--- config.mk ---
export PLATFORM = sky130hd
export DESIGN_NAME = ips_ctrl
export DESIGN_NICKNAME = d
export VERILOG_FILES = /design/src/rtl/ips_pkg.sv /design/src/rtl/ips_level.sv /design/src/rtl/ips_arbiter.sv /design/src/rtl/ips_ctrl.sv
export SDC_FILE = /design/constraint.sdc
export NUM_CORES = 1
export LEC_CHECK = 0
export ABC_AREA = 1
export BUFFER_PORTS_ARGS = -buffer_cell sky130_fd_sc_hd__buf_2
export CAP_MARGIN = 20
export CORE_MARGIN = 2
export CORE_UTILIZATION = 53
export DETAILED_ROUTE_END_ITERATION = 8
export PLACE_DENSITY = 0.77
export SYNTH_ARGS = -nofsm -noshare
export SYNTH_HDL_FRONTEND = slang
export SYNTH_SLANG_ARGS = --single-unit
--- constraint.sdc ---
create_clock -name core_clk -period 7.5 [get_ports core_clk]
set_input_delay 1.5 -clock core_clk [delete_from_list [all_inputs] [get_ports core_clk]]
set_output_delay 1.5 -clock core_clk [all_outputs]
set_load 0.01 [all_outputs]
--- src/rtl/ips_pkg.sv ---
package ips_pkg;
  localparam int unsigned NUM_SRC = 18;
  localparam int unsigned NUM_LVL = 4;
  // register indices; the byte address is four times the index
  localparam logic [7:0] IDX_PRIO_HIGH_BASE = 8'hB7;
  localparam logic [7:0] IDX_PRIO_LOW_BASE = 8'hB8;
  localparam logic [7:0] IDX_PRIO_LOW_EXT = 8'hEF;
  localparam logic [7:0] IDX_PRIO_HIGH_EXT = 8'hF7;
  localparam logic [7:0] IDX_PRIO_LOW_EXT2 = 8'hFE;
  localparam logic [7:0] IDX_PRIO_HIGH_EXT2 = 8'hFF;
  localparam logic [7:0] IDX_STATUS = 8'hC0;
  localparam logic [7:0] IDX_VECTOR = 8'hC1;
  // writable masks and reset values
  localparam logic [7:0] MASK_BASE = 8'h7F;
  localparam logic [7:0] MASK_EXT = 8'hFF;
  localparam logic [7:0] MASK_EXT2 = 8'h07;
  localparam logic [7:0] PRIO_RESET = 8'h00;
  // base bit positions
  localparam int unsigned BIT_EXTINT0 = 0;
  localparam int unsigned BIT_TIMER0 = 1;
  localparam int unsigned BIT_EXTINT1 = 2;
  localparam int unsigned BIT_TIMER1 = 3;
  localparam int unsigned BIT_SERIAL0 = 4;
  localparam int unsigned BIT_BROWNOUT = 5;
  localparam int unsigned BIT_ADC = 6;
  // extended bit positions
  localparam int unsigned BIT_TWO_WIRE = 0;
  localparam int unsigned BIT_PIN_IRQ = 1;
  localparam int unsigned BIT_CAPTURE = 2;
  localparam int unsigned BIT_PULSE_WIDTH = 3;
  localparam int unsigned BIT_WATCHDOG = 4;
  localparam int unsigned BIT_FAULT_BRAKE = 5;
  localparam int unsigned BIT_SERIAL_PERIPH = 6;
  localparam int unsigned BIT_TIMER2 = 7;
  // second extended bit positions
  localparam int unsigned BIT_SERIAL1 = 0;
  localparam int unsigned BIT_TIMER3 = 1;
  localparam int unsigned BIT_WAKE_TIMER = 2;
  // call timing
  localparam logic [2:0] CALL_CYCLES = 3'h4;
  // vectors in natural rank order, index 0 best
  localparam logic [15:0] VEC_TABLE [NUM_SRC] = '{
    16'h0003, 16'h0043, 16'h0053, 16'h000B, 16'h0033, 16'h005B,
    16'h0013, 16'h003B, 16'h001B, 16'h0023, 16'h0073, 16'h004B,
    16'h002B, 16'h0063, 16'h006B, 16'h007B, 16'h0083, 16'h008B};
  typedef enum logic [1:0] {IPS_IDLE, IPS_CALL} ips_state_e;
endpackage : ips_pkg

--- src/rtl/ips_level.sv ---
`timescale 1ns/1ps
`default_nettype none
module ips_level (
  // priority bits and request flag
  input wire logic lo_bit,
  input wire logic hi_bit,
  input wire logic req,
  // decoded level, one-hot, zero when idle
  output logic [3:0] lvl_onehot
);
  always_comb
  begin
    lvl_onehot = 4'h0;
    if (req)
    begin
      lvl_onehot[{hi_bit, lo_bit}] = 1'b1;
    end
  end
endmodule : ips_level
`default_nettype wire

--- src/rtl/ips_arbiter.sv ---
`timescale 1ns/1ps
`default_nettype none
module ips_arbiter (
  // requests at one level, rank order
  input wire logic [17:0] req,
  // winner
  output logic found,
  output logic [4:0] idx
);
  always_comb
  begin
    found = 1'b0;
    idx = 5'h00;
    for (int i = 17; i >= 0; i--)
    begin
      if (req[i])
      begin
        found = 1'b1;
        idx = 5'(i);
      end
    end
  end
endmodule : ips_arbiter
`default_nettype wire

--- src/rtl/ips_ctrl.sv ---
// How it works
// - level from low bit plus companion high bit
// - high,low pair gives levels zero to three
// - base low: ADC6 down to extint0 bit0
// - base high mirrors base low layout
// - ext low: timer2 bit7 down to two-wire
// - ext high mirrors ext low layout
// - ext2 low: wake2, timer3 1, serial1 0
// - ext2 high mirrors ext2 low layout
// - priority registers reset to zero
// - sample and resolve requests every cycle
// - no call if equal/higher level serviced
// - call only on instruction last cycle
// - no call on priority/enable write or return
// - blocked requests are not remembered
// - call pushes pc only, loads vector
// - return clears top service level; plain return keeps it
// - forced call lasts four clocks
// - worst response within sixteen clocks
// - preempt only by strictly higher level
// - ties go to best natural rank
`timescale 1ns/1ps
`default_nettype none
module ips_ctrl (
  // clock and reset
  input wire logic core_clk,
  input wire logic nrst,
  // apb slave
  input wire logic psel,
  input wire logic penable,
  input wire logic pwrite,
  input wire logic [11:0] paddr,
  input wire logic [31:0] pwdata,
  output logic pready,
  output logic [31:0] prdata,
  output logic pslverr,
  // request flags, natural rank order, bit 0 best
  input wire logic [17:0] irq_flag,
  // instruction sequencer
  input wire logic insn_last_cycle,
  input wire logic insn_writes_ie_ip,
  input wire logic insn_is_return_from_interrupt,
  input wire logic insn_is_ret,
  // forced call to sequencer
  output logic call_busy,
  output logic call_start,
  output logic push_pc_only,
  output logic [15:0] call_vector,
  output logic call_done,
  output logic [3:0] in_service,
  output logic pop_pc
);
  typedef struct packed {
    logic [7:0] lo_base;
    logic [7:0] hi_base;
    logic [7:0] lo_ext;
    logic [7:0] hi_ext;
    logic [7:0] lo_ext2;
    logic [7:0] hi_ext2;
    logic [3:0] serv;
    ips_pkg::ips_state_e st;
    logic [2:0] cnt;
    logic busy;
    logic pready;
    logic [31:0] prdata;
    logic pslverr;
    logic call_start;
    logic push_pc_only;
    logic [15:0] call_vector;
    logic call_done;
    logic pop_pc;
  } ips_state_s;

  ips_state_s cur;
  ips_state_s next_cur;

  logic [17:0] lo_vec;
  logic [17:0] hi_vec;
  logic [3:0] lvl_oh [18];
  logic [17:0] at_lvl [4];
  logic [3:0] lvl_found;
  logic [4:0] lvl_idx [4];
  logic [1:0] top_serv;
  logic serv_any;
  logic [1:0] win_lvl;
  logic win_any;
  logic [4:0] win_idx;
  logic may_call;
  logic [11:0] word_addr;
  logic addr_ok;
  logic prio_wr;

  // map register bits onto the natural rank order
  always_comb
  begin
    lo_vec = {cur.lo_ext2[ips_pkg::BIT_WAKE_TIMER], cur.lo_ext2[ips_pkg::BIT_TIMER3],
      cur.lo_ext2[ips_pkg::BIT_SERIAL1], cur.lo_ext[ips_pkg::BIT_PULSE_WIDTH],
      cur.lo_ext[ips_pkg::BIT_CAPTURE], cur.lo_ext[ips_pkg::BIT_TIMER2],
      cur.lo_ext[ips_pkg::BIT_SERIAL_PERIPH], cur.lo_ext[ips_pkg::BIT_FAULT_BRAKE],
      cur.lo_base[ips_pkg::BIT_SERIAL0], cur.lo_base[ips_pkg::BIT_TIMER1],
      cur.lo_ext[ips_pkg::BIT_PIN_IRQ], cur.lo_base[ips_pkg::BIT_EXTINT1],
      cur.lo_base[ips_pkg::BIT_ADC], cur.lo_ext[ips_pkg::BIT_TWO_WIRE],
      cur.lo_base[ips_pkg::BIT_TIMER0], cur.lo_ext[ips_pkg::BIT_WATCHDOG],
      cur.lo_base[ips_pkg::BIT_BROWNOUT], cur.lo_base[ips_pkg::BIT_EXTINT0]};
    hi_vec = {cur.hi_ext2[ips_pkg::BIT_WAKE_TIMER], cur.hi_ext2[ips_pkg::BIT_TIMER3],
      cur.hi_ext2[ips_pkg::BIT_SERIAL1], cur.hi_ext[ips_pkg::BIT_PULSE_WIDTH],
      cur.hi_ext[ips_pkg::BIT_CAPTURE], cur.hi_ext[ips_pkg::BIT_TIMER2],
      cur.hi_ext[ips_pkg::BIT_SERIAL_PERIPH], cur.hi_ext[ips_pkg::BIT_FAULT_BRAKE],
      cur.hi_base[ips_pkg::BIT_SERIAL0], cur.hi_base[ips_pkg::BIT_TIMER1],
      cur.hi_ext[ips_pkg::BIT_PIN_IRQ], cur.hi_base[ips_pkg::BIT_EXTINT1],
      cur.hi_base[ips_pkg::BIT_ADC], cur.hi_ext[ips_pkg::BIT_TWO_WIRE],
      cur.hi_base[ips_pkg::BIT_TIMER0], cur.hi_ext[ips_pkg::BIT_WATCHDOG],
      cur.hi_base[ips_pkg::BIT_BROWNOUT], cur.hi_base[ips_pkg::BIT_EXTINT0]};
  end

  // flags are read live each cycle, nothing latched
  for (genvar s = 0; s < 18; s++)
  begin : g_src
    ips_level u_level (
      .lo_bit(lo_vec[s]),
      .hi_bit(hi_vec[s]),
      .req(irq_flag[s]),
      .lvl_onehot(lvl_oh[s])
    );
  end

  for (genvar l = 0; l < 4; l++)
  begin : g_lvl
    for (genvar s = 0; s < 18; s++)
    begin : g_bit
      assign at_lvl[l][s] = lvl_oh[s][l];
    end
    ips_arbiter u_arb (
      .req(at_lvl[l]),
      .found(lvl_found[l]),
      .idx(lvl_idx[l])
    );
  end

  always_comb
  begin
    win_any = 1'b0;
    win_lvl = 2'h0;
    win_idx = 5'h00;
    for (int l = 0; l < 4; l++)
    begin
      if (lvl_found[l])
      begin
        win_any = 1'b1;
        win_lvl = 2'(l);
        win_idx = lvl_idx[l];
      end
    end
    serv_any = |cur.serv;
    top_serv = 2'h0;
    for (int l = 0; l < 4; l++)
    begin
      if (cur.serv[l])
      begin
        top_serv = 2'(l);
      end
    end
  end

  // a priority write in the deciding cycle would race the level compare
  always_comb
  begin
    prio_wr = 1'b0;
    if (psel && penable && pwrite && !cur.pready && addr_ok)
    begin
      case (word_addr[7:0])
        ips_pkg::IDX_PRIO_LOW_BASE, ips_pkg::IDX_PRIO_HIGH_BASE,
          ips_pkg::IDX_PRIO_LOW_EXT, ips_pkg::IDX_PRIO_HIGH_EXT,
          ips_pkg::IDX_PRIO_LOW_EXT2, ips_pkg::IDX_PRIO_HIGH_EXT2:
        begin
          prio_wr = 1'b1;
        end
        default:
        begin
          prio_wr = 1'b0;
        end
      endcase
    end
  end

  // strictly higher than anything in service
  assign may_call = win_any && (!serv_any || (win_lvl > top_serv))
    && insn_last_cycle
    && !insn_writes_ie_ip && !insn_is_return_from_interrupt && !insn_is_ret && !prio_wr
    && (cur.st == ips_pkg::IPS_IDLE);

  assign word_addr = paddr >> 2;
  assign addr_ok = (word_addr[11:8] == 4'h0);

  always_comb
  begin
    next_cur = cur;
    next_cur.call_start = 1'b0;
    next_cur.call_done = 1'b0;
    next_cur.pop_pc = 1'b0;
    next_cur.pready = 1'b0;
    next_cur.pslverr = 1'b0;
    // apb: one wait state, answer registered
    if (psel && penable && !cur.pready)
    begin
      next_cur.pready = 1'b1;
      next_cur.prdata = 32'h0000_0000;
      // writes need clean upper bits so aliases cannot land
      case (word_addr[7:0])
        ips_pkg::IDX_PRIO_LOW_BASE:
        begin
          if (pwrite && addr_ok) next_cur.lo_base = pwdata[7:0] & ips_pkg::MASK_BASE;
          next_cur.prdata[7:0] = cur.lo_base;
        end
        ips_pkg::IDX_PRIO_HIGH_BASE:
        begin
          if (pwrite && addr_ok) next_cur.hi_base = pwdata[7:0] & ips_pkg::MASK_BASE;
          next_cur.prdata[7:0] = cur.hi_base;
        end
        ips_pkg::IDX_PRIO_LOW_EXT:
        begin
          if (pwrite && addr_ok) next_cur.lo_ext = pwdata[7:0] & ips_pkg::MASK_EXT;
          next_cur.prdata[7:0] = cur.lo_ext;
        end
        ips_pkg::IDX_PRIO_HIGH_EXT:
        begin
          if (pwrite && addr_ok) next_cur.hi_ext = pwdata[7:0] & ips_pkg::MASK_EXT;
          next_cur.prdata[7:0] = cur.hi_ext;
        end
        ips_pkg::IDX_PRIO_LOW_EXT2:
        begin
          if (pwrite && addr_ok) next_cur.lo_ext2 = pwdata[7:0] & ips_pkg::MASK_EXT2;
          next_cur.prdata[7:0] = cur.lo_ext2;
        end
        ips_pkg::IDX_PRIO_HIGH_EXT2:
        begin
          if (pwrite && addr_ok) next_cur.hi_ext2 = pwdata[7:0] & ips_pkg::MASK_EXT2;
          next_cur.prdata[7:0] = cur.hi_ext2;
        end
        ips_pkg::IDX_STATUS:
        begin
          next_cur.prdata[4:0] = {cur.busy, cur.serv};
        end
        ips_pkg::IDX_VECTOR:
        begin
          next_cur.prdata[15:0] = cur.call_vector;
        end
        default:
        begin
          next_cur.pslverr = 1'b1;
        end
      endcase
      if (!addr_ok)
      begin
        next_cur.pslverr = 1'b1;
      end
    end
    // return from interrupt drops the top in-service level
    // nothing in service still pops the stack
    if (insn_is_return_from_interrupt && insn_last_cycle)
    begin
      if (serv_any)
      begin
        next_cur.serv[top_serv] = 1'b0;
      end
      next_cur.pop_pc = 1'b1;
    end
    else if (insn_is_ret && insn_last_cycle)
    begin
      next_cur.pop_pc = 1'b1;
    end
    case (cur.st)
      ips_pkg::IPS_IDLE:
      begin
        if (may_call)
        begin
          next_cur.st = ips_pkg::IPS_CALL;
          next_cur.busy = 1'b1;
          next_cur.cnt = 3'h1;
          next_cur.call_start = 1'b1;
          next_cur.push_pc_only = 1'b1;
          next_cur.call_vector = ips_pkg::VEC_TABLE[win_idx];
          next_cur.serv[win_lvl] = 1'b1;
        end
      end
      ips_pkg::IPS_CALL:
      begin
        // fixed length keeps worst case at sixteen clocks
        if (cur.cnt == ips_pkg::CALL_CYCLES)
        begin
          next_cur.st = ips_pkg::IPS_IDLE;
          next_cur.busy = 1'b0;
          next_cur.push_pc_only = 1'b0;
          next_cur.call_done = 1'b1;
        end
        else
        begin
          next_cur.cnt = cur.cnt + 3'h1;
        end
      end
      default:
      begin
        next_cur.st = ips_pkg::IPS_IDLE;
        next_cur.busy = 1'b0;
      end
    endcase
  end

  always_ff @(posedge core_clk)
  begin
    if (!nrst)
    begin
      cur <= '0;
      cur.lo_base <= ips_pkg::PRIO_RESET;
      cur.hi_base <= ips_pkg::PRIO_RESET;
      cur.lo_ext <= ips_pkg::PRIO_RESET;
      cur.hi_ext <= ips_pkg::PRIO_RESET;
      cur.lo_ext2 <= ips_pkg::PRIO_RESET;
      cur.hi_ext2 <= ips_pkg::PRIO_RESET;
      cur.st <= ips_pkg::IPS_IDLE;
    end
    else
    begin
      cur <= next_cur;
    end
  end

  assign pready = cur.pready;
  assign prdata = cur.prdata;
  assign pslverr = cur.pslverr;
  assign call_busy = cur.busy;
  assign call_start = cur.call_start;
  assign push_pc_only = cur.push_pc_only;
  assign call_vector = cur.call_vector;
  assign call_done = cur.call_done;
  assign in_service = cur.serv;
  assign pop_pc = cur.pop_pc;
endmodule : ips_ctrl
`default_nettype wire

* After elaboration in Yosys (flattened, before gate mapping)
Memory sizes are Yosys's and may differ from the RTL's. Index checks and enable logic that the tools add are counted. Widths: inputs -> output; s select.
Cells by class: add/subtract/negate cells 1, $lt $le $gt $ge 42, equality and inequality tests 13, multiplexer cells 241, bitwise gates (word level) 4, reductions and logical operators 61
Operators with widths (count):
- $mux 5 | 76
- $mux 1 | 106
- $mux 4 | 21
- $eq 8x8->1 const B | 8
- $lt 2x3->1 const B | 20
- $demux 1 s2 | 20
- $ge 2x1->1 const B | 20
- $pmux 5 s8 | 1
- $logic_and 1x1->1 | 35
- $mux 34 | 1
- $mux 16 | 2
- $reduce_and 3->1 | 8
- $mux 18 | 1
- $pmux 3 s5 | 1
- $mux 10 | 1
- $mux 2 | 5
- $reduce_and 2->1 | 5
- $mux 8 | 1
- $reduce_or 8->1 | 1
- $ge 6x6->1 const B | 1
- $logic_not 1->1 | 6
- $ne 2x2->1 const B | 3
- $not 5->6 | 1
- $pmux 3 s2 | 1
- 16 further kinds | 17
Word-level totals: bits in registers 84, memory bits (read-only) 512, input port bits 71, memories kept 1
Memory list:
- (no name shown) | depth 32, bits a word 16, read ports 1, clocked after Yosys merged registers in 0, wr ports 0, line ips_ctrl.sv:282 | next_cur.call_vector = ips_pkg::VEC_TABLE[win_idx];

* Depth between registers and ports, before layout
Gate-level depths: netlist of the first run.
depth after elaboration 37, gate-level depth with buffers 31, mapped depth without buffers 31

* Modules after synthesis
A second synthesis of the first run with hierarchy kept.
Second synthesis, totals: cell total of the unflattened synthesis 930, area total of the unflattened synthesis 5195.0 µm²
By module, submodules not included:
- ips_ctrl | times used 1, cells an instance 562, area each 3693.5 µm², seq. area each 1281.2 µm²
- ips_arbiter | times used 4, cells an instance 56, area each 240.2 µm², seq. area each 0.0 µm²
- ips_level | times used 18, cells an instance 8, area each 30.0 µm², seq. area each 0.0 µm²

* Worst setup path before layout of the first run
Ideal clock, no wire load.
path kind input -> register, from input irq_flag[12], to register cur[57] in the netlist's numbering, data arrival time 3654 ps, data required time 7430 ps, slack 3776 ps, stages on the path 19, cells stage by stage nand3_1 nand4_1 nor3_2 nand2_2 nor2_4 inv_2 nor2_8 inv_4 ha_1 inv_1 nor2_1 o21ai_0 o21ai_0 nor3b_2 nand2_4 inv_2 o21ai_1 or2_2 a21oi_1
Between the ends: cells in the longest elaborated chain, start to end 28, elaborated cells between the ends (all ways) 71, classes of those cells order compare: 1; eq/ne: 1; mux: 60; reduce/logical: 9
Ends and longest elaborated chain:
- from (decl) | line ips_ctrl.sv:38 | input wire logic [17:0] irq_flag,
- $mux 4 (*) | line ips_level.sv:14 | if (req)
- $mux 1 (13 in a row) | line ips_arbiter.sv:16 | if (req[i])
- $mux 1 | line ips_ctrl.sv:147 | if (lvl_found[l])
- $mux 2 (2 in a row) | line ips_ctrl.sv:147
- $gt 2x2->1 | line ips_ctrl.sv:187 | assign may_call = win_any && (!serv_any || (win_lvl > top_serv))
- $logic_or 1x1->1 | line ips_ctrl.sv:187
- $logic_and 1x1->1 (*) | line ips_ctrl.sv:187
- $logic_and 1x1->1 (*) | line ips_ctrl.sv:188 | && insn_last_cycle
- $logic_and 1x1->1 (*) (4 in a row) | line ips_ctrl.sv:189 | && !insn_writes_ie_ip && !insn_is_return_from_interrupt && !insn_is_ret && !prio_wr
- $logic_and 1x1->1 (*) | line ips_ctrl.sv:190 | && (cur.st == ips_pkg::IPS_IDLE);
- $ne 2x2->1 (no line) (*)
- $reduce_and 3->1 (no line) (*)
- to (signal assigned) | line ips_ctrl.sv:324 | cur <= next_cur;
- to (decl) | line ips_ctrl.sv:74 | ips_state_s cur;
Every way passes the cells marked *; elsewhere a longest branch is shown, timed or not. A chain may end at the register's enable or synchronous reset.

* Final worst setup path of the first run
from input irq_flag[12], to register, netlist name call_vector[3]
Between the ends: cells in the longest elaborated chain, start to end 27, elaborated cells between the ends (all ways) 130, classes of those cells order compare: 1; mux: 118; bitwise: 1; reduce/logical: 9; memory: 1
Ends and longest elaborated chain (line):
- $mux 4 (*) | ips_level.sv:14
- parallel branches: the longest is 26 deep, another holds $mux 5
Every way passes the cells marked *. The select of a mux whose other input is x is not followed.

==> impl_metrics.yaml, run 1 <==
clock_tree:
  cts.sinks: 64
  clock_latency_ps: 360
  cts.path.max_buffers: 2
  clock_transition_time_at_the_flip_flop_clock_pins_of_the_worst_setup_and_hold_paths_ps: 70
  post_cts_resized: 0
  cts_tree: "done"
  clk_root_buffer_cell: "sky130_fd_sc_hd__clkbuf_8"
  cts_made_buffers: 9
  cts.hold.buffers_added: 0
  htreeDepth: 3
  cts_setup_buffers: 0
drt:
  drt.antenna.violating_nets: 0
  route.detailed.vias_per_inst: 5.519
  detail_route.drc_violations: 0
  first_iteration_detailed_routing_drc_count: 276
  wire_per_inst_um: 15.90
  routed_wirelength_mm: 14.35
  first_pass_iters: 5
  routed-via-count: 4978
timing:
  rsz0062_at_grt: "false"
  worst_slack_ps: 3595
  clock-skew-final_ps: 10.40
  final-setup-viol-count: 0
  fin_crit_ps: 3905
  finalCritPeriodShare_pct: 52.06
  sum_of_negative_setup_slack_ps: 0
  hold_slack_ps: 467.3
  final_max_slew_viol_count: 0
  timing.final.hold_violations: 0
  worst_slew_pin_slew_ps: 944.1
  clock.fmax_mhz: 256.1
  relSlewSlack_pct: 36.83
synth:
  post_synth.cell_area_avg_um2: 6.449
  synth_area_um2: 4772
  ys.warnings.count: 0
  primary_ff_master_synth: "sky130_fd_sc_hd__dfxtp_1"
  synthesized_flop_and_latch_total: 64
  synth_async_reset_ratio_pct: 0
  synth_edf_count: 0
  synthesized_instance_count: 740
  synth.lib_cells_used.distinct: 50
  seq_area_frac_synth_pct: 26.85
layout:
  area.growth.synth_to_final_pct: 7.918
  antenna_cells: 0
  layout.nets: 869
  finalCoreUtilization_pct: 59.05
  fraction_of_layout_cells_with_a_size_suffix_above_1_pct: 18.64
  filler_cell_count: 842
global_route:
  global_route.overflow_total: 0
  globalRouteTotalUtil_pct: 29.76
  initial_antenna_violation_count: 0
  grt_pass1_wl_mm: 22.94
  grt_pass1_vias: 4629
  grt_start_max_net_pins: 38
setup_path:
  timing.critical_path.arrival_ps: 4220
  worst-r2r-cell-count: 20
  worstPathMaxFanout: 6
  reg2reg_to: "call_vector[3]$_SDFFE_PN0P_"
  r2r_setup_slack_ps: 4440
  critical_path.endpoint_type: "register"
  cp_slowest_stage_delay_ps: 310
  cell_by_cell_trace_of_the_critical_path: "buf_2 -> nand3_1 -> nand4_1 -> nor3_2 -> nand2_2 -> nor2_4 -> inv_2 -> nor2_8 -> inv_4 -> ha_1 -> inv_1 -> nor2_1 -> o21ai_0 -> o21ai_0 -> nor3b_2 -> nand2_4 -> nor3_2 -> nand2_2 -> o21ai_1 -> nand2_1 -> nand2_1"
  launch_instance_of_the_worst_register_to_register_path: "cur[87]$_SDFFE_PN0P_"
  worstSetupStartpointType: "primary input"
  timing.critical_path.required_ps: 7810
  critPathSlowestCell: "sky130_fd_sc_hd__nor3_2"
  worst_path_class_setup: "primary input to register"
power_and_ir_drop:
  total_leakage_power_nw: 2.542
  vdd_ir_drop_max_mv: 0.09291
  fin_total_pwr_mw: 0.7376
  power_density_over_cell_area_nw_per_um2: 143.2
place:
  dpl_worst_slack_ps: 3236
  place.gp.congestion: 0.9792
  post-dp-hpwl_mm: 11.73
  numPortBuffers: 70
outcome:
  outcome: "complete, no violations"
hold_path:
  worst_hold_path_type: "register to register"
  holdPathStages: 2
  holdCritStartpoint: "prdata[0]$_SDFFE_PN0P_"
  endpoint_of_the_worst_hold_path: "prdata[0]$_SDFFE_PN0P_"
floorplanning:
  initial_utilization_pct: 54.72
  row_count: 34
  fp.coreArea_um2: 8721
  boundaryPins: 130
  vertical_extent_of_the_die_um: 98.89
  dieArea_um2: 9779
  floorplan.die.width_um: 98.89
flow_run:
  timing.max_cap.violations: 0
## per-stage QoR
step	instances	area [um^2]
final	902	5150
after global routing	902	5150
after CTS	902	5150
after detailed placement	887	4945
after global placement	887	4945
after floorplan	772	4892
## metal layers
layer  GRT usage (%)  up-vias  part of all wire (%)
met5               0        -                     0
met4           12.96        0                   3.9
met3           5.106       37                   6.4
met2           48.18      194                    46
met1           38.99     2273                    44
li1                -     2474                     -
## synth_stat cells, drive strengths merged (2+ instances only)
| cell | instances | area [um^2] |
|---|---|---|
| a211oi | 8 | 60.06 |
| nand3b | 2 | 15.01 |
| o22ai | 18 | 112.6 |
| inv | 101 | 381.6 |
| nor3b | 2 | 20.02 |
| buf | 54 | 399.1 |
| clkbuf | 9 | 33.78 |
| o211ai | 2 | 15.01 |
| o41ai | 3 | 26.28 |
| a221oi | 2 | 17.52 |
| ha | 8 | 100.1 |
| nand3 | 64 | 367.9 |
| a21oi | 50 | 250.2 |
| nor2 | 83 | 382.9 |
| a31oi | 8 | 50.05 |
| o31ai | 8 | 65.06 |
| o21ai | 56 | 284.0 |
| or2 | 2 | 12.52 |
| dfxtp | 64 | 1281 |
| nand4 | 6 | 37.54 |
| nand2 | 156 | 615.6 |
| and2 | 7 | 47.55 |
| a21boi | 4 | 30.03 |
| nor3 | 15 | 101.4 |
| a32o | 3 | 30.03 |
## how the worst max path moves through the flow
| stage | cells past startpoint | end | startpoint | slack [ps] |
|---|---|---|---|---|
| finish | 21 | call_vector[3]$_SDFFE_PN0P_ | irq_flag[12] | 3600 |
| floorplan | 19 | cur[57]$_SDFFE_PN0P_ | irq_flag[12] | 3780 |
| CTS | 20 | cur[57]$_SDFFE_PN0P_ | irq_flag[12] | 3600 |
| global route | 21 | call_vector[3]$_SDFFE_PN0P_ | irq_flag[12] | 3240 |
| global placement | 21 | call_vector[3]$_SDFFE_PN0P_ | irq_flag[12] | 3290 |
| detailed placement | 20 | cur[57]$_SDFFE_PN0P_ | irq_flag[12] | 3240 |
## report_power, final
part	internal, mW	total, mW	switching (mW)	leakage, nW
sequential	0.343	0.345	0.00198	0.517
clock	0.178	0.318	0.140	0.108
combinational	0.0232	0.0749	0.0517	1.92
## flip-flops by register name, indices dropped and copies added (netlist names), 4 cells and up
name and flops:
call_vector 6, cur 40, in_service 4, prdata 8
## worst max-delay path, delay by kind of cell
kind / cells / cell delay [ps]
AOI/OAI and AO/OA: 3 / 270
adders and majority gates: 1 / 290
buffers and inverters: 4 / 320
and+or+nand+nor: 13 / 1840
## logic make-up after synthesis
kind of cell	count (synthesis)	share of synthesized area, %
and+or+nand+nor	338	33.67
AOI/OAI and AO/OA	165	20.24
buffers and inverters	164	17.07
DFF	64	26.85
adders and majority gates	8	2.098
other	1	0.07858
## final cells by class
class / count / area (um^2) / share of cell area (%)
timing repair buffer: 70 / 350.3 / 6.803
tap: 108 / 135.1 / 2.624
sequential: 64 / 1281 / 24.88
clock inverter: 3 / 40.04 / 0.7775
clock buffer: 12 / 165.2 / 3.207
inverter: 101 / 381.6 / 7.410
multi-input combinational: 544 / 2796 / 54.30
## cell usage in the layout, fill, tap and decap left out, drive strengths merged, types with 3 or more instances in the layout
master	netlist	routed
a31oi	8	8
o21ai	56	56
nand3	64	64
a21boi	4	4
dfxtp	64	64
a21oi	50	50
a211oi	8	8
buf	54	70
nor2	83	83
o22ai	18	18
nand4	6	6
a32o	3	3
nand2	156	156
o41ai	3	3
o31ai	8	8
clkbuf	9	12
conb	1	33
inv	101	101
ha	8	8
nor3	15	15
and2	7	7
(Power assumes the default switching activity.)
==> run 2, diff against run 1 <==
Settings changed: CORE_UTILIZATION 53 to 48, PLACE_DENSITY 0.77 to 0.73.
Clock period 7.5 ns to 3.2 ns, I/O delays scaled along.
==> run 2 against run 1 <==
  * Die area rose by 10%
  * Final cell count increased by 7.2%
  * Clock power is 130% higher
  * Critical endpoint is now cur[57]$_SDFFE_PN0P_
==> impl_metrics.yaml, run 2 (same netlist as run 1, synthesis figures left out) <==
power_and_ir_drop:
  share_comb_of_total_power_pct: 10.9
  power_density_over_cell_area_nw_per_um2: 314.6
  switching_share_pct: 26.55
  fin_total_pwr_mw: 1.726
  total_leakage_power_nw: 2.729
  vdd_ir_drop_max_mv: 0.2041
  seqPwrFrac_pct: 46.9
  cellInternalPower_mw: 1.267
  pwr-share-clk_pct: 42.3
  net-switching-power_mw: 0.4581
drt:
  first_iteration_detailed_routing_drc_count: 299
  detail_route.drc_violations: 0
  route.detailed.vias_per_inst: 5.305
  routed_wirelength_mm: 14.99
  routed-via-count: 5130
  wire_per_inst_um: 15.50
  first_pass_iters: 5
  drt.antenna.violating_nets: 0
timing:
  clock.fmax_mhz: 340.0
  worst_slew_pin_slew_ps: 580.6
  relSlewSlack_pct: 61.25
  finalCritPeriodShare_pct: 91.91
  final-setup-viol-count: 0
  rsz0062_at_grt: "false"
  timing.final.hold_violations: 0
  fin_crit_ps: 2941
  clock-skew-final_ps: 11.58
  final_max_slew_viol_count: 0
  worst_slack_ps: 258.9
layout:
  layout.nets: 908
  antenna_cells: 0
  fraction_of_layout_cells_with_a_size_suffix_above_1_pct: 22.78
  leading_cell_type_in_the_layout_fill_and_taps_excluded: "sky130_fd_sc_hd__nand2_1"
  final-instance-count-excl-fill: 967
  top_register: "cur"
  largest_register_ffs: 40
  finalCoreUtilization_pct: 56.38
  area.growth.synth_to_final_pct: 14.94
  most-common-layout-cells: "148 x sky130_fd_sc_hd__nand2_1, 79 x sky130_fd_sc_hd__inv_1, 70 x sky130_fd_sc_hd__buf_2"
  final_design_area_no_fill_um2: 5485
outcome:
  outcome: "complete, no violations"
global_route:
  initial_antenna_violation_count: 0
  grt_pass1_vias: 4847
  grt_start_max_net_pins: 37
  grt_pass1_wl_mm: 23.85
  global_route.overflow_total: 0
  globalRouteTotalUtil_pct: 27.85
floorplanning:
  vertical_extent_of_the_die_um: 103.7
  dieArea_um2: 10760
  boundaryPins: 130
  floorplan.die.width_um: 103.7
  initial_utilization_pct: 49.05
  fp.coreArea_um2: 9729
  row_count: 36
place:
  numPortBuffers: 70
  dpl.cell_count: 951
  post-dp-hpwl_mm: 12.17
  dpl_worst_slack_ps: -98.47
  place.gp.congestion: 0.9304
  placedInstanceArea_um2: 5269
setup_path:
  critical_path.endpoint_type: "register"
  reg2reg_to: "cur[57]$_SDFFE_PN0P_"
  worst_path_class_setup: "primary input to register"
  timing.critical_path.required_ps: 3480
  r2r_setup_slack_ps: 270
  timing.critical_path.arrival_ps: 3220
  worst-r2r-cell-count: 18
  critPathSlowestCell: "sky130_fd_sc_hd__ha_1"
  worstPathMaxFanout: 5
  cp_slowest_stage_delay_ps: 280
  launch_instance_of_the_worst_register_to_register_path: "cur[102]$_SDFFE_PN0P_"
  cell_by_cell_trace_of_the_critical_path: "buf_2 -> nand3_1 -> nand4_1 -> nor3_2 -> nand2_2 -> nor2_4 -> inv_2 -> nor2_8 -> inv_4 -> ha_1 -> inv_1 -> nor2_1 -> o21ai_0 -> o21ai_0 -> nor3b_2 -> nand2_4 -> inv_2 -> o21ai_1 -> or2_2 -> a21oi_1"
  worstSetupStartpointType: "primary input"
hold_path:
  endpoint_of_the_worst_hold_path: "push_pc_only$_SDFFE_PN0P_"
  worst_hold_path_type: "register to register"
  holdCritStartpoint: "cur[58]$_SDFFE_PN0P_"
  holdPathStages: 1
clock_tree:
  cts_tree: "done"
  cts_made_buffers: 9
  htreeDepth: 3
  clk_root_buffer_cell: "sky130_fd_sc_hd__clkbuf_8"
  cts.path.max_buffers: 2
  cts.sinks: 64
  clock_transition_time_at_the_flip_flop_clock_pins_of_the_worst_setup_and_hold_paths_ps: 70
  clock_latency_ps: 350
  cts_setup_buffers: 0
flow_run:
  timing.max_cap.violations: 0
run 2: how the worst max path moves through the flow:
stage	cells past startpoint	slack, ps	from	to
finish	20	260	irq_flag[15]	cur[57]$_SDFFE_PN0P_
global route	20	10	irq_flag[15]	cur[57]$_SDFFE_PN0P_
CTS	20	200	cur[88]$_SDFFE_PN0P_	call_vector[3]$_SDFFE_PN0P_
detailed placement	21	-100	irq_flag[15]	call_vector[3]$_SDFFE_PN0P_
global placement	21	-30	irq_flag[15]	call_vector[3]$_SDFFE_PN0P_
floorplan	19	340	irq_flag[12]	cur[57]$_SDFFE_PN0P_
run 2: cell type report:
cell class / count / area [um^2]
Fill cell: 999 / 4244
Sequential cell: 64 / 1284
Clock inverter: 3 / 40.04
Clock buffer: 13 / 158.9
Timing Repair Buffer: 109 / 643.1
Inverter: 101 / 381.6
Multi-Input combinational cell: 544 / 2811
Tap cell: 133 / 166.4
run 2: power groups by stage:
stage / clock (mW) / combinational, mW / sequential, mW
after floorplan: 0 / 0.137 / 0.827
after global placement: 0 / 0.178 / 0.827
after detailed placement: 0 / 0.184 / 0.827
after CTS: 0.729 / 0.184 / 0.809
after global routing: 0.771 / 0.208 / 0.809
final: 0.729 / 0.187 / 0.809
run 2: routing by layer:
layer	share of wire [%]	track usage, %
met5	0	0
met4	3.2	11.39
met3	6.4	4.405
met2	46	46.69
met1	44	35.74
run 2: worst max-delay path: cells and delay by family:
family                     cells  cell delay (ps)
adders and majority gates      1              280
AOI/OAI and AO/OA              4              350
buffers and inverters          5              380
and+or+nand+nor               10             1550
run 2: stage by stage:
stage | TNS [ps] | hold WS (ps)
after floorplan | 0 | 442.7
after global placement | -32.02 | 451.8
after detailed placement | -257.9 | 454.3
after CTS | 0 | 463.4
after global routing | 0 | 490.8
final | 0 | 463.6
run 2: what timing repair did:
action	in CTS	in global routing
resized for setup	0	5
endpoints found under the setup margin	0	5
hold buffers	0	0
==> run 3, diff against run 2 <==
Settings changed: CORE_UTILIZATION 48 to 49, SYNTH_HIERARCHICAL set to 1.
==> run 3 against run 2 <==
  * Clock skew decreased by 2.7 ps
  * Die area increased by 6.4%
  * Clock power increased by 6.4%
  * Flip-flop and latch count unchanged
  * Core utilization increased by 0.35 points
  * Sequential share of layout area decreased by 1.3 points
  * Critical path type is now register to register
  * Highest routed layer unchanged
==> impl_metrics.yaml, run 3 <==
power_and_ir_drop:
  power_density_over_cell_area_nw_per_um2: 305.4
  vdd_ir_drop_max_mv: 0.1958
  fin_total_pwr_mw: 1.789
  total_leakage_power_nw: 3.031
layout:
  finalCoreUtilization_pct: 56.73
  final-instance-count-excl-fill: 1150
  area.growth.synth_to_final_pct: 12.74
  most-common-layout-cells: "232 x sky130_fd_sc_hd__nand2_1, 208 x sky130_fd_sc_hd__nor2_1, 154 x sky130_fd_sc_hd__inv_1"
  multiInputGateArea_um2: 3004
  seqCellArea_um2: 1292
  antenna_cells: 0
  top_register: "cur"
  final_design_area_no_fill_um2: 5857
  fraction_of_layout_cells_with_a_size_suffix_above_1_pct: 15.38
  leading_cell_type_in_the_layout_fill_and_taps_excluded: "sky130_fd_sc_hd__nand2_1"
  layout.nets: 1088
  largest_register_ffs: 40
  filler_cell_count: 1100
clock_tree:
  cts_setup_buffers: 0
  clock_latency_ps: 350
  clk_root_buffer_cell: "sky130_fd_sc_hd__clkbuf_8"
  htreeDepth: 3
  cts.sinks: 64
  clock_transition_time_at_the_flip_flop_clock_pins_of_the_worst_setup_and_hold_paths_ps: 60
  cts.path.max_buffers: 2
  cts_tree: "done"
  cts_made_buffers: 9
synth:
  synthesized_flop_and_latch_total: 64
  post_synth_most_frequent_cells: "232 x sky130_fd_sc_hd__nand2_1, 209 x sky130_fd_sc_hd__nor2_1, 154 x sky130_fd_sc_hd__inv_1, 64 x sky130_fd_sc_hd__dfxtp_1, 52 x sky130_fd_sc_hd__buf_4"
  primary_ff_master_synth: "sky130_fd_sc_hd__dfxtp_1"
  synth_largest_area_cell: "sky130_fd_sc_hd__dfxtp_1"
  synth_edf_count: 0
  synth_area_um2: 5195
  synthesized_instance_count: 930
  seq_area_frac_synth_pct: 24.66
  post_synth.cell_area_avg_um2: 5.586
  synth.lib_cells_used.distinct: 38
  yosysMostFrequentCell: "sky130_fd_sc_hd__nand2_1"
  ys.warnings.count: 6
  synthTopCellsByArea: "sky130_fd_sc_hd__dfxtp_1 25%, sky130_fd_sc_hd__nand2_1 17%, sky130_fd_sc_hd__nor2_1 15%, sky130_fd_sc_hd__inv_1 11%, sky130_fd_sc_hd__buf_4 7.5%"
  synthDominantCellAreaShare_pct: 24.66
  synth_async_reset_ratio_pct: 0
floorplanning:
  fp.coreArea_um2: 10320
  row_count: 37
  boundaryPins: 130
  floorplan.die.width_um: 107.0
  dieArea_um2: 11440
  initial_utilization_pct: 50.32
  vertical_extent_of_the_die_um: 107.0
global_route:
  met3_track_usage_gr_pct: 2.736
  initial_antenna_violation_count: 0
  grt_use_met2_pct: 43.59
  met1_usage_pct: 35.96
  gr-max-usage-layer: "met2"
  grt_pass1_wl_mm: 23.47
  grt_start_max_net_pins: 40
  global_route.overflow_total: 0
  globalRouteTotalUtil_pct: 26.30
  grt_pass1_vias: 4855
drt:
  route.detailed.vias_per_inst: 4.832
  routed-via-count: 5557
  drt.antenna.violating_nets: 0
  routed_wirelength_mm: 14.35
  wire_per_inst_um: 12.47
  first_iteration_detailed_routing_drc_count: 295
  first_pass_iters: 5
  detail_route.drc_violations: 0
timing:
  rsz0062_at_grt: "true"
  final_max_slew_viol_count: 0
  finalCritPeriodShare_pct: 91.69
  fin_crit_ps: 2934
  final-setup-viol-count: 0
  worst_slew_pin_slew_ps: 544.0
  timing.final.hold_violations: 0
  clock.fmax_mhz: 340.8
  relSlewSlack_pct: 63.69
  clock-skew-final_ps: 8.911
setup_path:
  worstPathMaxFanout: 8
  timing.critical_path.arrival_ps: 3220
  worst_path_class_setup: "register to register"
  timing.critical_path.required_ps: 3480
  critical_path.endpoint_type: "register"
  worstSetupStartpointType: "register"
flow_run:
  timing.max_cap.violations: 0
place:
  post-dp-hpwl_mm: 11.74
  placedInstanceArea_um2: 5614
  dpl.cell_count: 1134
  place.gp.congestion: 0.9099
  numPortBuffers: 70
outcome:
  outcome: "complete, no violations"
hold_path:
  worst_hold_path_type: "register to register"
-- run 3: worst paths after layout --
| check | from | endpoint | slack, ps | depth (start not counted) |
|---|---|---|---|---|
| worst max-delay path | cur[104]$_SDFFE_PN0P_ | in_service[3]$_SDFF_PN0_ | 270 | 19 |
| worst min-delay path | prdata[1]$_SDFFE_PN0P_ | prdata[1]$_SDFFE_PN0P_ | 460 | 2 |
| worst max register to register | cur[104]$_SDFFE_PN0P_ | in_service[3]$_SDFF_PN0_ | 270 | 19 |
| worst min register to register | prdata[1]$_SDFFE_PN0P_ | prdata[1]$_SDFFE_PN0P_ | 460 | 2 |
-- run 3: cell type report --
cell class,count,area share (%)
clock buffers,11,2.414
clock inverters,5,1.367
inverters,162,10.38
multi-input cells,674,51.29
flip-flops and latches,64,22.07
well taps,136,2.905
repair buffers,98,9.571
-- run 3: cells by family after synthesis --
family,share of synthesized area (%)
buffers and inverters,20.01
AND/OR/NAND/NOR,41.28
other,0.07219
AO/OA/AOI/OAI,12.04
adder cells (fa/ha/maj),1.927
flip-flops,24.66
-- run 3: layer usage --
metal	vias to the layer above	wire length [um]
met5	-	0
li1	2923	-
met1	2423	6389
met2	190	6685
met4	0	241
met3	21	1028
-- run 3: what timing repair did --
item | CTS | global route
setup endpoints to repair | 0 | 10
resized for setup | 0 | 11
hold buffers | 0 | 0
-- run 3: worst max-delay path: stages, from the launching register on --
cell	delay [ps]
sky130_fd_sc_hd__dfxtp_2	380
sky130_fd_sc_hd__inv_1	50
sky130_fd_sc_hd__nand2_1	70
sky130_fd_sc_hd__nor2_1	50
sky130_fd_sc_hd__or2_1	230
sky130_fd_sc_hd__nor3_1	160
sky130_fd_sc_hd__inv_1	90
sky130_fd_sc_hd__nor2_1	140
sky130_fd_sc_hd__nand4_1	210
sky130_fd_sc_hd__nor2_4	180
sky130_fd_sc_hd__inv_2	60
sky130_fd_sc_hd__ha_1	290
sky130_fd_sc_hd__inv_1	40
sky130_fd_sc_hd__nor2_1	70
sky130_fd_sc_hd__o21ai_0	80
sky130_fd_sc_hd__o21ai_0	70
sky130_fd_sc_hd__nand2_1	150
sky130_fd_sc_hd__a21oi_4	260
sky130_fd_sc_hd__nand2_2	150
sky130_fd_sc_hd__o21ai_1	140
-- run 3: power breakdown --
group	switching, mW	internal, mW	total (mW)	leakage [nW]
Sequential	0.00690	0.807	0.813	0.522
Combinational	0.132	0.0672	0.199	2.40
Clock	0.318	0.458	0.776	0.106
Total	0.457	1.33	1.79	3.03
-- run 3: per-stage QoR --
step	setup WS, ps	hold slack, ps	setup TNS, ps
floorplan	129.3	445.7	0
CTS	271.9	467.5	0
global route	-0.8145	474.8	-0.8145
global placement	-64.90	453.0	-340.6
finish	266.1	463.9	0
detailed placement	-34.11	457.3	-129.0
